===== src/pcs_consts.svh =====
// Register indices, field positions, reset values and times of the block.
`ifndef PCS_CONSTS_SVH
`define PCS_CONSTS_SVH
`define IDX_CS0_BASE  8'h4a
`define IDX_CS0_CTRL  8'h4b
`define IDX_CS1_BASE  8'h4c
`define IDX_CS1_CTRL  8'h4d
`define IDX_LATCH     8'h54
`define IDX_PIN_DATA  8'h56
`define IDX_PIN_DIR   8'h57
`define IDX_PIN_FUNC  8'h66
`define IDX_RECOVERY  8'h68
`define IDX_FEATURE   8'ha0
`define IDX_CS_HIGH   8'ha7
`define IDX_CS_TYPE   8'hb3
`define IDX_CS2_BASE  8'hba
`define IDX_CS2_CTRL  8'hbb
`define IDX_CS3_BASE  8'hbc
`define IDX_CS3_CTRL  8'hbd
`define IDX_OVERRIDE  8'hbe
`define IDX_CS_GRAN   8'hbf
`define CTRL_A_HI     7
`define CTRL_WR_EN    6
`define CTRL_RD_EN    5
`define GRAN_BASE_LO  4
`define FUNC_STOP_GRANT_ACK   3
`define FUNC_CPU_FULL_SPEED_FLAG   2
`define FUNC_ZERO_WAIT_REQUEST     1
`define FEAT_LBM      5
`define HIGH_IGNORE   7
`define OVR_BIT       0
`define REC_SEL_HI    3
`define REC_SEL_LO    2
`define REG_RESET     8'h00
`define RESP_OKAY     2'h0
`define RESP_SLVERR   2'h2
`define CS0_LINE      2
`define CS1_LINE      3
`define CS2_LINE      0
`define CS3_LINE      1
`define CLK_HZ        10000000
`define T_8_MS        8
`define T_32_MS       32
`define T_128_MS      128
`define T_30_US       30
`define T_1_S         1
`endif


===== src/pcs_pkg.sv =====
// Types shared by the chip select, pin and resume block.
package pcs_pkg;
  typedef logic [7:0] pcs_byte_t;
  typedef struct packed {
    logic [23:0] addr;
    logic        io;
    logic        rd;
    logic        wr;
  } pcs_at_cycle_s;
  typedef enum logic [1:0] {PWR_RUN, PWR_SUSP, PWR_REC} pcs_pwr_e;
endpackage : pcs_pkg


===== src/pcs_top.sv =====
// Resume recovery, power line auto toggle, general pins and chip selects.
`timescale 1ns/10ps
`include "pcs_consts.svh"
module pcs_top
  import pcs_pkg::*;
#(
  parameter int unsigned REC_8MS_CYC   = `T_8_MS * (`CLK_HZ / 1000),
  parameter int unsigned REC_32MS_CYC  = `T_32_MS * (`CLK_HZ / 1000),
  parameter int unsigned REC_128MS_CYC = `T_128_MS * (`CLK_HZ / 1000),
  parameter int unsigned REC_1S_CYC    = `T_1_S * `CLK_HZ
)
(
  input  wire logic          core_clk,
  input  wire logic          sys_rst,
  input  wire logic [11:0]   s_axi_awaddr,
  input  wire logic          s_axi_awvalid,
  output logic               s_axi_awready,
  input  wire logic [31:0]   s_axi_wdata,
  input  wire logic [3:0]    s_axi_wstrb,
  input  wire logic          s_axi_wvalid,
  output logic               s_axi_wready,
  output logic [1:0]         s_axi_bresp,
  output logic               s_axi_bvalid,
  input  wire logic          s_axi_bready,
  input  wire logic [11:0]   s_axi_araddr,
  input  wire logic          s_axi_arvalid,
  output logic               s_axi_arready,
  output logic [31:0]        s_axi_rdata,
  output logic [1:0]         s_axi_rresp,
  output logic               s_axi_rvalid,
  input  wire logic          s_axi_rready,
  input  wire logic          suspend_active,
  input  wire logic          at_cycle_strobe_n,
  input  wire pcs_at_cycle_s at_cycle,
  output logic [3:0]         cs_ma_lines,
  output logic [3:0]         power_latch_lines_low,
  output logic               peripheral_resume_reset_n,
  output logic               secondary_reset_out_n,
  output logic               clock_run,
  input  wire logic [3:0]    general_pins_in,
  output logic [3:0]         general_pins_out,
  output logic [3:0]         general_pins_oe,
  input  wire logic          cpu_full_speed_flag,
  output logic               stop_grant_ack,
  output logic               zero_wait_active,
  input  wire logic          dma_ack_channel_two_n,
  output logic               dma_ack_pin_n
);
  localparam int unsigned REC_30US_CYC = `T_30_US * `CLK_HZ / 1000000;
  localparam int CS_LINE [4] = '{`CS0_LINE, `CS1_LINE, `CS2_LINE, `CS3_LINE};

  // Index is the printed register offset; byte address is four times it.
  function automatic logic pcs_mapped(input pcs_byte_t idx);
    case (idx)
      `IDX_CS0_BASE, `IDX_CS0_CTRL, `IDX_CS1_BASE, `IDX_CS1_CTRL,
      `IDX_LATCH, `IDX_PIN_DATA, `IDX_PIN_DIR, `IDX_PIN_FUNC,
      `IDX_RECOVERY, `IDX_FEATURE, `IDX_CS_HIGH, `IDX_CS_TYPE,
      `IDX_CS2_BASE, `IDX_CS2_CTRL, `IDX_CS3_BASE, `IDX_CS3_CTRL,
      `IDX_OVERRIDE, `IDX_CS_GRAN: pcs_mapped = 1'b1;
      default: pcs_mapped = 1'b0;
    endcase
  endfunction : pcs_mapped

  pcs_byte_t cs_base [4];
  pcs_byte_t cs_ctrl [4];
  pcs_byte_t cs_cycle_type;
  pcs_byte_t cs_granular;
  pcs_byte_t cs_high_cfg;
  pcs_byte_t pin_direction;
  pcs_byte_t pin_function_select;
  pcs_byte_t feature_control_one;
  pcs_byte_t recovery_cfg;
  pcs_byte_t override_cfg;
  logic [3:0]  pin_data;
  logic [3:0]  latch_data;
  logic        aw_got;
  logic        w_got;
  pcs_byte_t   aw_idx;
  logic [31:0] wdata_q;
  logic        wstrb_q;
  logic        wr_go;
  pcs_byte_t   ar_idx;
  pcs_byte_t   next_rdata;
  logic [3:0]  pin_s1;
  logic [3:0]  pin_s2;
  logic [3:0]  pin_s3;
  logic [3:0]  pin_level;
  pcs_pwr_e    pwr_state;
  logic [23:0] rec_cnt;
  logic [23:0] next_rec_load;
  logic [3:0]  next_cs_hit;
  logic        lbm_on;

  assign wr_go  = aw_got & w_got & ~s_axi_bvalid;
  assign ar_idx = s_axi_araddr[9:2];
  assign lbm_on = feature_control_one[`FEAT_LBM];

  // Write channels are taken in either order; the answer follows both.
  always_ff @(posedge core_clk or posedge sys_rst)
    if (sys_rst)
    begin
      s_axi_awready <= 1'b1;
      s_axi_wready  <= 1'b1;
      s_axi_bvalid  <= 1'b0;
      s_axi_bresp   <= `RESP_OKAY;
      aw_got        <= 1'b0;
      w_got         <= 1'b0;
      aw_idx        <= `REG_RESET;
      wdata_q       <= '0;
      wstrb_q       <= 1'b0;
    end
    else
    begin
      if (s_axi_awvalid && s_axi_awready)
      begin
        aw_got        <= 1'b1;
        aw_idx        <= s_axi_awaddr[9:2];
        s_axi_awready <= 1'b0;
      end
      if (s_axi_wvalid && s_axi_wready)
      begin
        w_got        <= 1'b1;
        wdata_q      <= s_axi_wdata;
        wstrb_q      <= s_axi_wstrb[0];
        s_axi_wready <= 1'b0;
      end
      if (wr_go)
      begin
        aw_got       <= 1'b0;
        w_got        <= 1'b0;
        s_axi_bvalid <= 1'b1;
        s_axi_bresp  <= pcs_mapped(aw_idx) ? `RESP_OKAY : `RESP_SLVERR;
      end
      else if (s_axi_bvalid && s_axi_bready)
      begin
        s_axi_bvalid  <= 1'b0;
        s_axi_awready <= 1'b1;
        s_axi_wready  <= 1'b1;
      end
    end

  // Register writes; only byte lane 0 carries data, upper lanes are ignored.
  always_ff @(posedge core_clk or posedge sys_rst)
    if (sys_rst)
    begin
      for (int i = 0; i < 4; i++)
      begin
        cs_base[i] <= `REG_RESET;
        cs_ctrl[i] <= `REG_RESET;
      end
      cs_cycle_type       <= `REG_RESET;
      cs_granular         <= `REG_RESET;
      cs_high_cfg         <= `REG_RESET;
      pin_direction       <= `REG_RESET;
      pin_function_select <= `REG_RESET;
      feature_control_one <= `REG_RESET;
      recovery_cfg        <= `REG_RESET;
      override_cfg        <= `REG_RESET;
      pin_data            <= '0;
      latch_data          <= '0;
    end
    else if (wr_go && wstrb_q)
    begin
      case (aw_idx)
        `IDX_CS0_BASE: cs_base[0] <= wdata_q[7:0];
        `IDX_CS0_CTRL: cs_ctrl[0] <= wdata_q[7:0];
        `IDX_CS1_BASE: cs_base[1] <= wdata_q[7:0];
        `IDX_CS1_CTRL: cs_ctrl[1] <= wdata_q[7:0];
        `IDX_CS2_BASE: cs_base[2] <= wdata_q[7:0];
        `IDX_CS2_CTRL: cs_ctrl[2] <= wdata_q[7:0];
        `IDX_CS3_BASE: cs_base[3] <= wdata_q[7:0];
        `IDX_CS3_CTRL: cs_ctrl[3] <= wdata_q[7:0];
        `IDX_CS_TYPE:  cs_cycle_type <= wdata_q[7:0];
        `IDX_CS_GRAN:  cs_granular <= wdata_q[7:0];
        `IDX_CS_HIGH:  cs_high_cfg <= wdata_q[7:0];
        `IDX_PIN_DIR:  pin_direction <= wdata_q[7:0];
        `IDX_PIN_FUNC: pin_function_select <= wdata_q[7:0];
        `IDX_FEATURE:  feature_control_one <= wdata_q[7:0];
        `IDX_RECOVERY: recovery_cfg <= wdata_q[7:0];
        `IDX_OVERRIDE: override_cfg <= wdata_q[7:0];
        `IDX_LATCH:
          for (int j = 0; j < 4; j++)
            if (wdata_q[4+j])
              latch_data[j] <= wdata_q[j];
        `IDX_PIN_DATA:
          for (int j = 0; j < 4; j++)
            if (wdata_q[4+j])
              pin_data[j] <= wdata_q[j];
        default: ;
      endcase
    end

  // Read mux; the pin register shows the pin level for input pins.
  always_comb
    case (ar_idx)
      `IDX_CS0_BASE: next_rdata = cs_base[0];
      `IDX_CS0_CTRL: next_rdata = cs_ctrl[0];
      `IDX_CS1_BASE: next_rdata = cs_base[1];
      `IDX_CS1_CTRL: next_rdata = cs_ctrl[1];
      `IDX_CS2_BASE: next_rdata = cs_base[2];
      `IDX_CS2_CTRL: next_rdata = cs_ctrl[2];
      `IDX_CS3_BASE: next_rdata = cs_base[3];
      `IDX_CS3_CTRL: next_rdata = cs_ctrl[3];
      `IDX_CS_TYPE:  next_rdata = cs_cycle_type;
      `IDX_CS_GRAN:  next_rdata = cs_granular;
      `IDX_CS_HIGH:  next_rdata = cs_high_cfg;
      `IDX_PIN_DIR:  next_rdata = pin_direction;
      `IDX_PIN_FUNC: next_rdata = pin_function_select;
      `IDX_FEATURE:  next_rdata = feature_control_one;
      `IDX_RECOVERY: next_rdata = recovery_cfg;
      `IDX_OVERRIDE: next_rdata = override_cfg;
      `IDX_LATCH:    next_rdata = {4'h0, latch_data};
      `IDX_PIN_DATA:
        next_rdata = {4'h0, (pin_data & pin_direction[3:0])
                            | (pin_level & ~pin_direction[3:0])};
      default:       next_rdata = `REG_RESET;
    endcase

  // Read answer one cycle after the address is taken.
  always_ff @(posedge core_clk or posedge sys_rst)
    if (sys_rst)
    begin
      s_axi_arready <= 1'b1;
      s_axi_rvalid  <= 1'b0;
      s_axi_rdata   <= '0;
      s_axi_rresp   <= `RESP_OKAY;
    end
    else if (s_axi_arvalid && s_axi_arready)
    begin
      s_axi_arready <= 1'b0;
      s_axi_rvalid  <= 1'b1;
      s_axi_rdata   <= {24'h000000, next_rdata};
      s_axi_rresp   <= pcs_mapped(ar_idx) ? `RESP_OKAY : `RESP_SLVERR;
    end
    else if (s_axi_rvalid && s_axi_rready)
    begin
      s_axi_rvalid  <= 1'b0;
      s_axi_arready <= 1'b1;
    end

  // Recovery length; the override wins so firmware can force a safe 1 s.
  always_comb
  begin
    case (recovery_cfg[`REC_SEL_HI:`REC_SEL_LO])
      2'h0:    next_rec_load = 24'(REC_8MS_CYC - 1);
      2'h1:    next_rec_load = 24'(REC_32MS_CYC - 1);
      2'h2:    next_rec_load = 24'(REC_128MS_CYC - 1);
      default: next_rec_load = 24'(REC_30US_CYC - 1);
    endcase
    if (override_cfg[`OVR_BIT])
      next_rec_load = 24'(REC_1S_CYC - 1);
  end

  // Suspend and resume sequence with the recovery counter.
  always_ff @(posedge core_clk or posedge sys_rst)
    if (sys_rst)
    begin
      pwr_state <= PWR_RUN;
      rec_cnt   <= '0;
    end
    else
      case (pwr_state)
        PWR_RUN:
          if (suspend_active)
            pwr_state <= PWR_SUSP;
        PWR_SUSP:
          if (!suspend_active)
          begin
            pwr_state <= PWR_REC;
            rec_cnt   <= next_rec_load;
          end
        PWR_REC:
          if (rec_cnt == '0)
            pwr_state <= PWR_RUN;
          else
            rec_cnt <= rec_cnt - 24'h000001;
        default: pwr_state <= PWR_RUN;
      endcase

  // Reset and clock request outputs; the clock stays on across recovery.
  always_ff @(posedge core_clk or posedge sys_rst)
    if (sys_rst)
    begin
      peripheral_resume_reset_n <= 1'b0;
      secondary_reset_out_n     <= 1'b0;
      clock_run                 <= 1'b1;
    end
    else
    begin
      peripheral_resume_reset_n <= !(pwr_state == PWR_REC);
      secondary_reset_out_n     <= !(pwr_state == PWR_REC);
      clock_run <= (pwr_state != PWR_SUSP) || !suspend_active;
    end

  // Power latch lines; lines 0 and 1 toggle in suspend when enabled.
  always_ff @(posedge core_clk or posedge sys_rst)
    if (sys_rst)
      power_latch_lines_low <= '0;
    else
    begin
      power_latch_lines_low[3:2] <= latch_data[3:2];
      for (int k = 0; k < 2; k++)
        power_latch_lines_low[k] <=
          (pwr_state == PWR_SUSP && recovery_cfg[k]) ? ~latch_data[k]
                                                     : latch_data[k];
    end

  // Pin inputs come from the board; a change counts when stages 2 and 3 agree.
  always_ff @(posedge core_clk or posedge sys_rst)
    if (sys_rst)
    begin
      pin_s1    <= '1;
      pin_s2    <= '1;
      pin_s3    <= '1;
      pin_level <= '1;
    end
    else
    begin
      pin_s1 <= general_pins_in;
      pin_s2 <= pin_s1;
      pin_s3 <= pin_s2;
      for (int j = 0; j < 4; j++)
        if (pin_s2[j] == pin_s3[j])
          pin_level[j] <= pin_s3[j];
    end

  // Pin drivers and the special functions routed through them.
  always_ff @(posedge core_clk or posedge sys_rst)
    if (sys_rst)
    begin
      general_pins_out <= '0;
      general_pins_oe  <= '0;
      stop_grant_ack   <= 1'b0;
      zero_wait_active <= 1'b0;
      dma_ack_pin_n    <= 1'b1;
    end
    else
    begin
      general_pins_oe <= pin_direction[3:0] & {3'h7, ~lbm_on};
      general_pins_out <= pin_data;
      if (pin_function_select[`FUNC_CPU_FULL_SPEED_FLAG])
        general_pins_out[2] <= cpu_full_speed_flag;
      stop_grant_ack <= pin_function_select[`FUNC_STOP_GRANT_ACK] & ~pin_level[3];
      zero_wait_active <= pin_function_select[`FUNC_ZERO_WAIT_REQUEST] & ~pin_level[1]
                          & ~at_cycle_strobe_n;
      // grant on the DMA ack pin
      dma_ack_pin_n <= lbm_on ? ~(~pin_level[0] & at_cycle_strobe_n)
                              : dma_ack_channel_two_n;
    end

  // Chip select compare; I/O uses A[9:0], memory uses A[23:14].
  // four independent selects
  for (genvar i = 0; i < 4; i++)
  begin : g_cs
    logic [9:0] want;
    logic [9:0] msk;
    logic [9:0] addr;
    logic       kind_ok;
    logic       high_ok;
    assign want = {cs_ctrl[i][`CTRL_A_HI], cs_base[i],
                   cs_granular[`GRAN_BASE_LO+i]};
    assign msk  = {5'h00, cs_ctrl[i][3:0], cs_granular[i]};
    assign addr = at_cycle.io ? at_cycle.addr[9:0] : at_cycle.addr[23:14];
    assign kind_ok = at_cycle.io ^ cs_cycle_type[i];
    assign high_ok = !at_cycle.io || cs_high_cfg[`HIGH_IGNORE]
                     || (at_cycle.addr[15:10] == 6'h00);
    assign next_cs_hit[i] = !at_cycle_strobe_n && kind_ok && high_ok
                            && (((addr ^ want) & ~msk) == 10'h000)
                            && ((at_cycle.rd && cs_ctrl[i][`CTRL_RD_EN])
                             || (at_cycle.wr && cs_ctrl[i][`CTRL_WR_EN]));
  end

  // Selects leave the chip on spare address lines, low when selected.
  always_ff @(posedge core_clk or posedge sys_rst)
    if (sys_rst)
      cs_ma_lines <= '1;
    else
      for (int i = 0; i < 4; i++)
        cs_ma_lines[CS_LINE[i]] <= ~next_cs_hit[i];
endmodule : pcs_top


===== config.mk =====
export PLATFORM = sky130hd
export DESIGN_NAME = pcs_top
export DESIGN_NICKNAME = d
export VERILOG_FILES = /design/src/pcs_pkg.sv /design/src/pcs_top.sv
export VERILOG_INCLUDE_DIRS = /design/src
export SDC_FILE = /design/constraint.sdc
export NUM_CORES = 1
export LEC_CHECK = 0
export BUFFER_PORTS_ARGS = -buffer_cell sky130_fd_sc_hd__buf_2
export CAP_MARGIN = 20
export CORE_ASPECT_RATIO = 2
export CORE_MARGIN = 1
export CORE_UTILIZATION = 25
export CTS_BUF_LIST = sky130_fd_sc_hd__clkbuf_4 sky130_fd_sc_hd__clkbuf_8
export CTS_CLUSTER_SIZE = 10
export DETAILED_ROUTE_END_ITERATION = 16
export PLACE_DENSITY = 0.53
export SYNTH_ARGS = -nofsm -noshare
export SYNTH_HDL_FRONTEND = slang
export SYNTH_SLANG_ARGS = --single-unit
export TNS_END_PERCENT = 10

===== constraint.sdc =====
create_clock -name core_clk -period 8.1 [get_ports core_clk]
set_clock_uncertainty 0.1 [all_clocks]
set_input_delay 1.62 -clock core_clk [delete_from_list [all_inputs] [get_ports core_clk]]
set_output_delay 1.62 -clock core_clk [all_outputs]
set_load 0.02 [all_outputs]

==> impl_metrics.json, run 1 <==
{
  "cts_tree": "built",
  "multi_input_area_mm2": 0.00563,
  "p_per_area_mw_per_mm2": 250,
  "final_cell_mix": "dfrtp_1 (208), mux2_2 (160), buf_2 (104)",
  "finalSetupViolCount": 0,
  "cts.clk_slew.worst_paths_ns": 0.07,
  "seq_area_mm2": 0.00586,
  "fillCellCount": 4942,
  "cts.path.max_buffers": 3,
  "hpwl_mm": 29.9,
  "cts_hold_buf": 0,
  "initial_utilization_pct": 25.5,
  "relSlewSlack_pct": 21.8,
  "die_w_um": 156,
  "die_y_um": 311,
  "rsz0062_at_grt": "false",
  "track_usage_pct": 16.9,
  "syn-mean-instance-area_um2": 11.3,
  "cts_made_buffers": 38,
  "cts_num_sinks": 233,
  "final_common_cell": "dfrtp_1",
  "postCtsSetupRepairBufs": 0,
  "io_buffers": 103,
  "synth_ff_type": "dfrtp_1",
  "grt_first_pass_wirelength_mm": 60.5,
  "arrival_ns": 4.15,
  "grt_max_degree": 141,
  "antenna_found_initial": 4,
  "io_pins": 165,
  "drive_gt1_share_pct": 33.6,
  "drt_wl_total_mm": 40.3,
  "detail-route-antenna-nets": 0,
  "clk_latency_ns": 0.60,
  "dr.pass1.iters": 5,
  "postSynth.asyncResetShare_pct": 100,
  "hold_viol": 0,
  "drtIter0Drc": 372,
  "syn_area_mm2": 0.0119,
  "seq_area_frac_synth_pct": 49.1,
  "rows": 112,
  "cp.required_ns": 8.45,
  "slew_viol_final": 0,
  "synth_cells": 1059,
  "end_kind": "flip-flop",
  "hold_path_class": "flip-flop to flip-flop",
  "gp_congestion": 0.919,
  "fin_nets": 1259,
  "min_period_over_period_pct": 46.9,
  "crit_fanout": 47,
  "ir_worst_vdd_v": 0.000145,
  "h-tree-depth": 2,
  "post-route-drc-count": 0,
  "status": "finished, final reports clean",
  "max_cap_violations": 0,
  "start_kind": "primary input",
  "ys_warn_count": 0,
  "p_leak_nw": 6.25,
  "dpl.cell_count": 1735,
  "synth_seq_cells": 233,
  "synth-edff-count": 0,
  "ys_types": 87,
  "avgViaCountPerCell": 5.06,
  "final_cells": 1808,
  "crit_type": "primary input to flip-flop",
  "grt_pass1_vias": 9476,
  "num_vias": 9146,
  "wl_per_cell_um": 22.3,
  "totalNegativeSetupSlack_ns": 0,
  "overflow": 0,
  "timing_worst_slew_pin_value_ns": 1.17,
  "max_freq_mhz": 263,
  "clock-root-buffer": "clkbuf_8",
  "area_growth_pct": 16.0,
  "ctsResizeCount": 0,
  "period_minus_slack_ns": 3.80,
  "die_area_mm2": 0.0486,
  "coreArea_mm2": 0.0468
}
through the flow:
step | hold WS, ns | util, % | power (mW) | setup slack [ns] | cell area (µm²)
2_1_floorplan | 0.245 | - | 2.04 | 0.0317 | 12000
3_3_place_gp | 0.250 | 27.7 | 2.29 | 3.78 | 12900
3_5_place_dp | 0.247 | 27.7 | 2.31 | 3.78 | 12900
4_1_cts | 0.251 | 29.5 | 3.49 | 4.35 | 13800
5_1_grt | 0.254 | 29.6 | 3.63 | 4.28 | 13800
6_report | 0.250 | 29.6 | 3.45 | 4.30 | 13800
synth_stat cells (5+ instances only):
master       n  area share (%)
a22oi_1     38             2.4
nand4_1     17            0.89
inv_1       19            0.60
mux2i_1     24             2.0
clkbuf_1    37             1.2
nor2_1      52             1.6
mux2_2     160              15
ha_1         6            0.63
buf_1       14            0.44
nor2b_1     15            0.79
a22o_1       5            0.37
a21o_1       6            0.38
nand2b_1     8            0.42
xor2_1      35             2.6
o211ai_1    10            0.63
nand2_1     61             1.9
o2bb2ai_1    5            0.37
or4_1        6            0.38
dfrtp_1    208              44
xnor2_1      9            0.66
nor3_1      15            0.63
a31oi_1     14            0.73
and3b_1      5            0.37
and3_1       8            0.42
a211oi_1     6            0.38
nor4_1       6            0.31
o21ai_0     29             1.2
buf_2        8            0.34
nand3_1     34             1.4
buf_4       27             1.7
dfstp_2     25             5.5
a21oi_1     18            0.76
o22ai_1     28             1.5
layout make-up:
class	count	share of cell area, %
Clock buffer	58	5.23
Multi-Input combinational cell	742	40.7
Clock inverter	10	0.877
Timing Repair Buffer	115	4.53
Sequential cell	233	42.4
Inverter	21	0.624
Antenna cell	2	0.0362
Tap cell	627	5.67
critical path, stage by stage:
cell and delay, ns:
buf_2 0.10, buf_4 0.31, nor2_1 0.96, a22oi_1 0.48, o211ai_1 0.29, a211oi_1 0.06
a311oi_1 0.28
report_power, final:
group | leakage (nW) | total [mW] | internal (mW) | switching (mW)
combinational | 2.73 | 0.677 | 0.269 | 0.408
clock | 0.446 | 1.16 | 0.641 | 0.515
sequential | 3.07 | 1.62 | 1.32 | 0.301
cell families (layout without fill, tap and decap cells):
logic type | after synthesis | after routing | share of synthesized area (%)
other | 1 | 28 | 0.0314
XOR/XNOR | 44 | 44 | 3.23
buffers and inverters | 109 | 204 | 4.51
multiplexers | 185 | 185 | 17.3
AO/OA/AOI/OAI | 202 | 202 | 11.9
adder cells (fa/ha/maj) | 10 | 10 | 0.965
AND/OR/NAND/NOR | 275 | 275 | 12.9
flip-flops | 233 | 233 | 49.1
state kept, by name (all words and copies together) (netlist names), 8 cells and up:
register	flops
pin_function_select	8
aw_idx	8
override_cfg	8
cs_cycle_type	8
cs_base	32
s_axi_rdata	8
rec_cnt	24
recovery_cfg	8
wdata_q	8
feature_control_one	8
cs_high_cfg	8
cs_granular	8
cs_ctrl	32
pin_direction	8
layer usage:
layer	vias to the layer above	track usage [%]	share of wire, %
li1	4045	-	-
met5	-	0	0.042
met2	318	31.0	54
met1	4642	16.7	34
met3	139	2.10	3.6
met4	2	13.8	8.4
path summary, 6_finish.rpt:
check                                     start             endpoint  slack [ns]  cells after the start
worst min register to register        pin_s1[3]            pin_s2[3]        0.25                      0
min in group asynchronous               sys_rst   general_pins_oe[0]        0.86                      2
worst min-delay path                  pin_s1[3]            pin_s2[3]        0.25                      0
max in group asynchronous               sys_rst  general_pins_out[2]        5.47                      4
worst max-delay path            s_axi_araddr[2]       s_axi_rdata[2]        4.30                      7
worst max register to register        aw_idx[7]          cs_ctrl[23]        5.35                      4
(Power assumes the default switching activity.)
==> inputs of run 2 (changes only) <==
--- a/config.mk
+++ b/config.mk
@@ -14,7 +14,7 @@
 export CTS_BUF_LIST = sky130_fd_sc_hd__clkbuf_4 sky130_fd_sc_hd__clkbuf_8
 export CTS_CLUSTER_SIZE = 10
 export DETAILED_ROUTE_END_ITERATION = 16
-export PLACE_DENSITY = 0.53
+export PLACE_DENSITY = 0.51
 export SYNTH_ARGS = -nofsm -noshare
 export SYNTH_HDL_FRONTEND = slang
 export SYNTH_SLANG_ARGS = --single-unit
==> constraint.sdc (replaced) <==
create_clock -name core_clk -period 3.94 [get_ports core_clk]
set_clock_uncertainty 0.1 [all_clocks]
set_input_delay 0.788 -clock core_clk [delete_from_list [all_inputs] [get_ports core_clk]]
set_output_delay 0.788 -clock core_clk [all_outputs]
set_load 0.02 [all_outputs]
==> run 2 against run 1 <==
Against the previous run: final cell count increased by 0.72%; highest routed layer is now met4; first-iteration DRC count up 53%; core utilization rose by 0.13 points; clock-buffer cell count fell by 5; hold slack got worse by 0.027 ns; critical path depth shrank 2; total power is 100% higher; largest power group unchanged; setup slack worse by 3.0 ns; sequential cell count is the same; die area is the same.
==> impl_metrics.json, run 2 (same netlist as run 1, synthesis figures left out) <==
{
  "p_switching_mw": 2.48,
  "die_area_mm2": 0.0486,
  "wl_per_cell_um": 22.1,
  "grt_first_pass_wirelength_mm": 60.2,
  "power_frac_seq_pct": 48.3,
  "critical_path.cell_chain": "nor2b_1, nand4b_1, nor4_1, nand2_1, mux2_2",
  "status": "finished, final reports clean",
  "rows": 112,
  "io_pins": 165,
  "die_y_um": 311,
  "post-route-drc-count": 0,
  "detail-route-antenna-nets": 0,
  "cp.required_ns": 4.28,
  "comb_power_share_pct": 20.1,
  "cts_hold_buf": 0,
  "crit_type": "flip-flop to flip-flop",
  "start_kind": "flip-flop",
  "cts_tree": "built",
  "p_per_area_mw_per_mm2": 498,
  "relSlewSlack_pct": 29.1,
  "period_minus_slack_ns": 2.66,
  "timing_worst_slew_pin_value_ns": 1.06,
  "cp_slowest_cell": "nor4_1",
  "drtIter0Drc": 568,
  "grt_pass1_vias": 9292,
  "max_freq_mhz": 376,
  "cpPeakStageDelay_ns": 0.82,
  "track_usage_pct": 16.8,
  "placed_cell_area_mm2": 0.0131,
  "postCtsSetupRepairBufs": 0,
  "finalSetupViolCount": 0,
  "coreArea_mm2": 0.0468,
  "critPathTopFamily": "simple AND/OR/NAND/NOR gates",
  "clock-root-buffer": "clkbuf_8",
  "arrival_ns": 3.00,
  "final_util_pct": 29.7,
  "ctsResizeCount": 0,
  "final_cell_mix": "dfrtp_1 (208), mux2_2 (160), buf_2 (103)",
  "final_cell_area_mm2": 0.0139,
  "end_kind": "flip-flop",
  "final_common_cell": "dfrtp_1",
  "drive_gt1_share_pct": 34.4,
  "dr.pass1.iters": 5,
  "grt_max_degree": 50,
  "ir_worst_vdd_v": 0.000429,
  "num_vias": 9180,
  "max_cap_violations": 0,
  "avgViaCountPerCell": 5.04,
  "p_int_mw": 4.45,
  "crit_fanout": 8,
  "fin_nets": 1275,
  "slew_viol_final": 0,
  "drt_wl_total_mm": 40.2,
  "crit_buf_inv": 0,
  "min_period_over_period_pct": 67.4,
  "die_w_um": 156,
  "reg.largest.list": "cs_base x32, cs_ctrl x32, rec_cnt x24",
  "overflow": 0,
  "swShare_pct": 35.8,
  "p_leak_nw": 6.30,
  "clk_latency_ns": 0.56,
  "clockPowerShare_pct": 31.6,
  "antenna_found_initial": 1,
  "io_buffers": 103,
  "rsz0062_at_grt": "false",
  "cts_made_buffers": 36,
  "hold_path_class": "primary input to flip-flop",
  "totalNegativeSetupSlack_ns": 0,
  "hpwl_mm": 30.6,
  "cts.path.max_buffers": 3,
  "cts_num_sinks": 233,
  "initial_utilization_pct": 25.5,
  "cts.clk_slew.worst_paths_ns": 0.07,
  "gp_congestion": 0.959,
  "r2r_slack_ns": 1.28,
  "area_growth_pct": 16.6,
  "h-tree-depth": 2,
  "hold_viol": 0
}
==> run 2: power groups by stage <==
stage / Clock [mW] / Combinational (mW) / Sequential, mW
2_1_floorplan: 0 / 1.21 / 2.99
3_3_place_gp: 0 / 1.38 / 3.38
3_5_place_dp: 0 / 1.39 / 3.38
4_1_cts: 2.27 / 1.40 / 3.34
5_1_grt: 2.36 / 1.52 / 3.41
6_report: 2.19 / 1.39 / 3.34
==> run 2: path summary, 6_finish.rpt <==
check	endpoint	cells past startpoint	start
max	latch_data[0]	5	aw_idx[6]
min	pin_s1[3]	1	general_pins_in[3]
max reg2reg	latch_data[0]	5	aw_idx[6]
min reg2reg	pin_s2[1]	0	pin_s1[1]
max in group asynchronous	clock_run	3	sys_rst
min in group asynchronous	pin_data[0]	2	sys_rst
==> run 2: layout make-up <==
| type | instances | area (µm²) |
|---|---|---|
| Clock buffer | 53 | 673 |
| Antenna cell | 1 | 2.50 |
| Inverter | 21 | 82.6 |
| Fill cell | 4937 | 32900 |
| Timing Repair Buffer | 133 | 778 |
| Multi-Input combinational cell | 742 | 5630 |
| Sequential cell | 233 | 5860 |
| Tap cell | 627 | 785 |
| Clock inverter | 11 | 88.8 |
==> run 2: through the flow <==
stage	cells	hold slack [ns]	setup slack (ns)	total power, mW
floorplan	1084	0.245	0.0225	4.20
global placement	1756	0.248	0.776	4.75
detailed placement	1756	0.247	0.734	4.78
CTS	1820	0.195	1.30	7.01
global route	1821	0.202	1.10	7.28
finish	1821	0.222	1.28	6.93
==> run 2: layer usage <==
layer  up-vias  global-route usage [%]  wire, µm
met5         -                       0         0
met4         0                    12.8      3210
met3       123                    1.99      1390
met2       330                    30.8     21700
met1      4655                    16.9     13800
li1       4072                       -         -
==> run 2: worst reg2reg max path, stage by stage (launching register included) <==
cell	delay, ns
dfrtp_1	0.39
nor2b_1	0.45
nand4b_1	0.32
nor4_1	0.82
nand2_1	0.14
mux2_2	0.32
==> inputs of run 3 (changes only) <==
==> constraint.sdc (replaced) <==
create_clock -name core_clk -period 2.5 [get_ports core_clk]
set_clock_uncertainty 0.1 [all_clocks]
set_input_delay 0.5 -clock core_clk [delete_from_list [all_inputs] [get_ports core_clk]]
set_output_delay 0.5 -clock core_clk [all_outputs]
set_load 0.02 [all_outputs]
==> run 3 against run 2 <==
Against the previous run: global-route usage is 0.78 points higher; combinational power rose by 100%; largest cell class unchanged; fmax up 10%; critical endpoint is now rec_cnt[20]; hold slack worse by 0.17 ns.
==> impl_metrics.json, run 3 (same netlist as run 1, synthesis figures left out) <==
{
  "status": "finished, final reports clean",
  "timing_worst_slew_pin_value_ns": 1.00,
  "final_cells": 1923,
  "fin_nets": 1376,
  "wl_per_cell_um": 21.6,
  "setup_ws_ns": 0.0948,
  "clockPowerShare_pct": 32.7,
  "clock-root-buffer": "clkbuf_8",
  "cts_num_sinks": 233,
  "ir_worst_vdd_v": 0.000685,
  "cts_made_buffers": 36,
  "met3_usage_pct": 2.02,
  "track_usage_pct": 17.5,
  "io_buffers": 103,
  "cp_slowest_cell": "or4_1",
  "reg.largest.list": "cs_base x32, cs_ctrl x32, rec_cnt x24",
  "p_leak_nw": 6.84,
  "end_kind": "flip-flop",
  "swShare_pct": 34.7,
  "critPathTopFamily": "simple AND/OR/NAND/NOR gates",
  "initial_utilization_pct": 25.5,
  "rsz0062_at_grt": "false",
  "seq_area_mm2": 0.00586,
  "die_area_mm2": 0.0486,
  "grt_pass1_vias": 10000,
  "p_int_mw": 7.53,
  "cp.required_ns": 2.84,
  "hpwl_mm": 32.3,
  "start_kind": "flip-flop",
  "comb_power_share_pct": 24.5,
  "use_met2_pct": 33.0,
  "clk_latency_ns": 0.57,
  "crit_buf_inv": 0,
  "coreArea_mm2": 0.0468,
  "cpPeakStageDelay_ns": 0.64,
  "busiest_layer": "met2",
  "rows": 112,
  "postCtsSetupRepairBufs": 0,
  "die_y_um": 311,
  "cts.clk_slew.worst_paths_ns": 0.07,
  "crit_fanout": 5,
  "fillCellCount": 4868,
  "final_cell_mix": "dfrtp_1 (208), mux2_2 (160), buf_4 (114)",
  "gp_congestion": 1.00,
  "grt_first_pass_wirelength_mm": 63.0,
  "final_util_pct": 31.7,
  "hold_path_class": "primary input to flip-flop",
  "relSlewSlack_pct": 32.6,
  "area_growth_pct": 24.3,
  "drtIter0Drc": 595,
  "drive_gt1_share_pct": 38.8,
  "min_period_over_period_pct": 96.2,
  "detail-route-antenna-nets": 0,
  "dpl.cell_count": 1847,
  "arrival_ns": 2.74,
  "slew_viol_final": 0,
  "crit_type": "flip-flop to flip-flop",
  "finalSetupViolCount": 0,
  "p_switching_mw": 4.00,
  "use_met1_pct": 16.6,
  "period_minus_slack_ns": 2.41,
  "h-tree-depth": 2,
  "hold_viol": 0,
  "cts_tree": "built",
  "critical_path.cell_chain": "or4_1, or3_4, nor2_2, a21oi_1, a211o_1",
  "power_frac_seq_pct": 42.8,
  "max_freq_mhz": 416,
  "max_cap_violations": 0,
  "drt_wl_total_mm": 41.6,
  "die_w_um": 156,
  "multi_input_area_mm2": 0.00564,
  "final_common_cell": "dfrtp_1",
  "pre_cts_ws_ns": -0.0637,
  "post-route-drc-count": 0,
  "num_vias": 9578,
  "cts.path.max_buffers": 3,
  "io_pins": 165,
  "grt_max_degree": 51,
  "overflow": 0,
  "dr.pass1.iters": 6,
  "p_per_area_mw_per_mm2": 777,
  "avgViaCountPerCell": 4.98,
  "antenna_found_initial": 2
}
run 3: cell types whose count changed in the layout (fill, tap and decap cells not counted), sizes merged:
cell / previous run / this run
buf: 133 / 224
clkinv: 9 / 5
clkbuf: 53 / 55
bufinv: 1 / 3
clkinvlp: 2 / 3
dlygate4sd3: 0 / 10
run 3: power groups by stage:
stage | combinational, mW | sequential, mW | clock [mW]
6_report | 2.82 | 4.93 | 3.77
5_1_grt | 3.07 | 5.02 | 4.02
4_1_cts | 2.83 | 4.93 | 3.89
3_5_place_dp | 2.81 | 5.00 | 0
3_3_place_gp | 2.77 | 4.99 | 0
2_1_floorplan | 1.91 | 4.72 | 0
run 3: routing by layer:
layer | vias up | wire length, µm
met4 | 0 | 3690
met3 | 140 | 1650
met1 | 4801 | 13700
li1 | 4272 | -
met2 | 365 | 22500
met5 | - | 0
run 3: repair_timing:
| action | in CTS | in global routing |
|---|---|---|
| endpoints found under the hold margin | 20 | 0 |
| setup endpoints to repair | 0 | 4 |
| resized for setup | 0 | 1 |
| hold buffers | 10 | 0 |
run 3: final timing paths:
check                                               to         start  cells past startpoint  slack [ns]
worst max-delay path                       rec_cnt[20]   rec_cnt[19]                      5        0.09
worst min-delay path                      s_axi_rvalid  s_axi_rready                      2        0.05
worst max register to register             rec_cnt[20]   rec_cnt[19]                      5        0.09
worst min register to register               pin_s2[2]     pin_s1[2]                      0        0.26
max in group asynchronous               cs_ma_lines[2]       sys_rst                      4        1.07
min in group asynchronous       pin_function_select[2]       sys_rst                      3        0.47
run 3: area by class of cell:
cell class	instances	area share [%]
tap	627	5.29
sequential	233	39.5
timing repair buffer	234	10.9
clock inverter	10	0.903
inverter	21	0.557
clock buffer	55	4.77
antenna	1	0.0169
multi-input combinational	742	38.0
run 3: per-stage QoR:
step,hold slack (ns),total power [mW],setup TNS [ns],cell area [µm²]
finish,0.0529,11.5,0,14800
global route,0.0421,12.1,0,14800
CTS,0.0176,11.6,0,14800
detailed placement,0.247,7.81,-0.172,13900
global placement,0.247,7.76,-0.0908,13900
floorplan,0.245,6.62,-243.46,12000
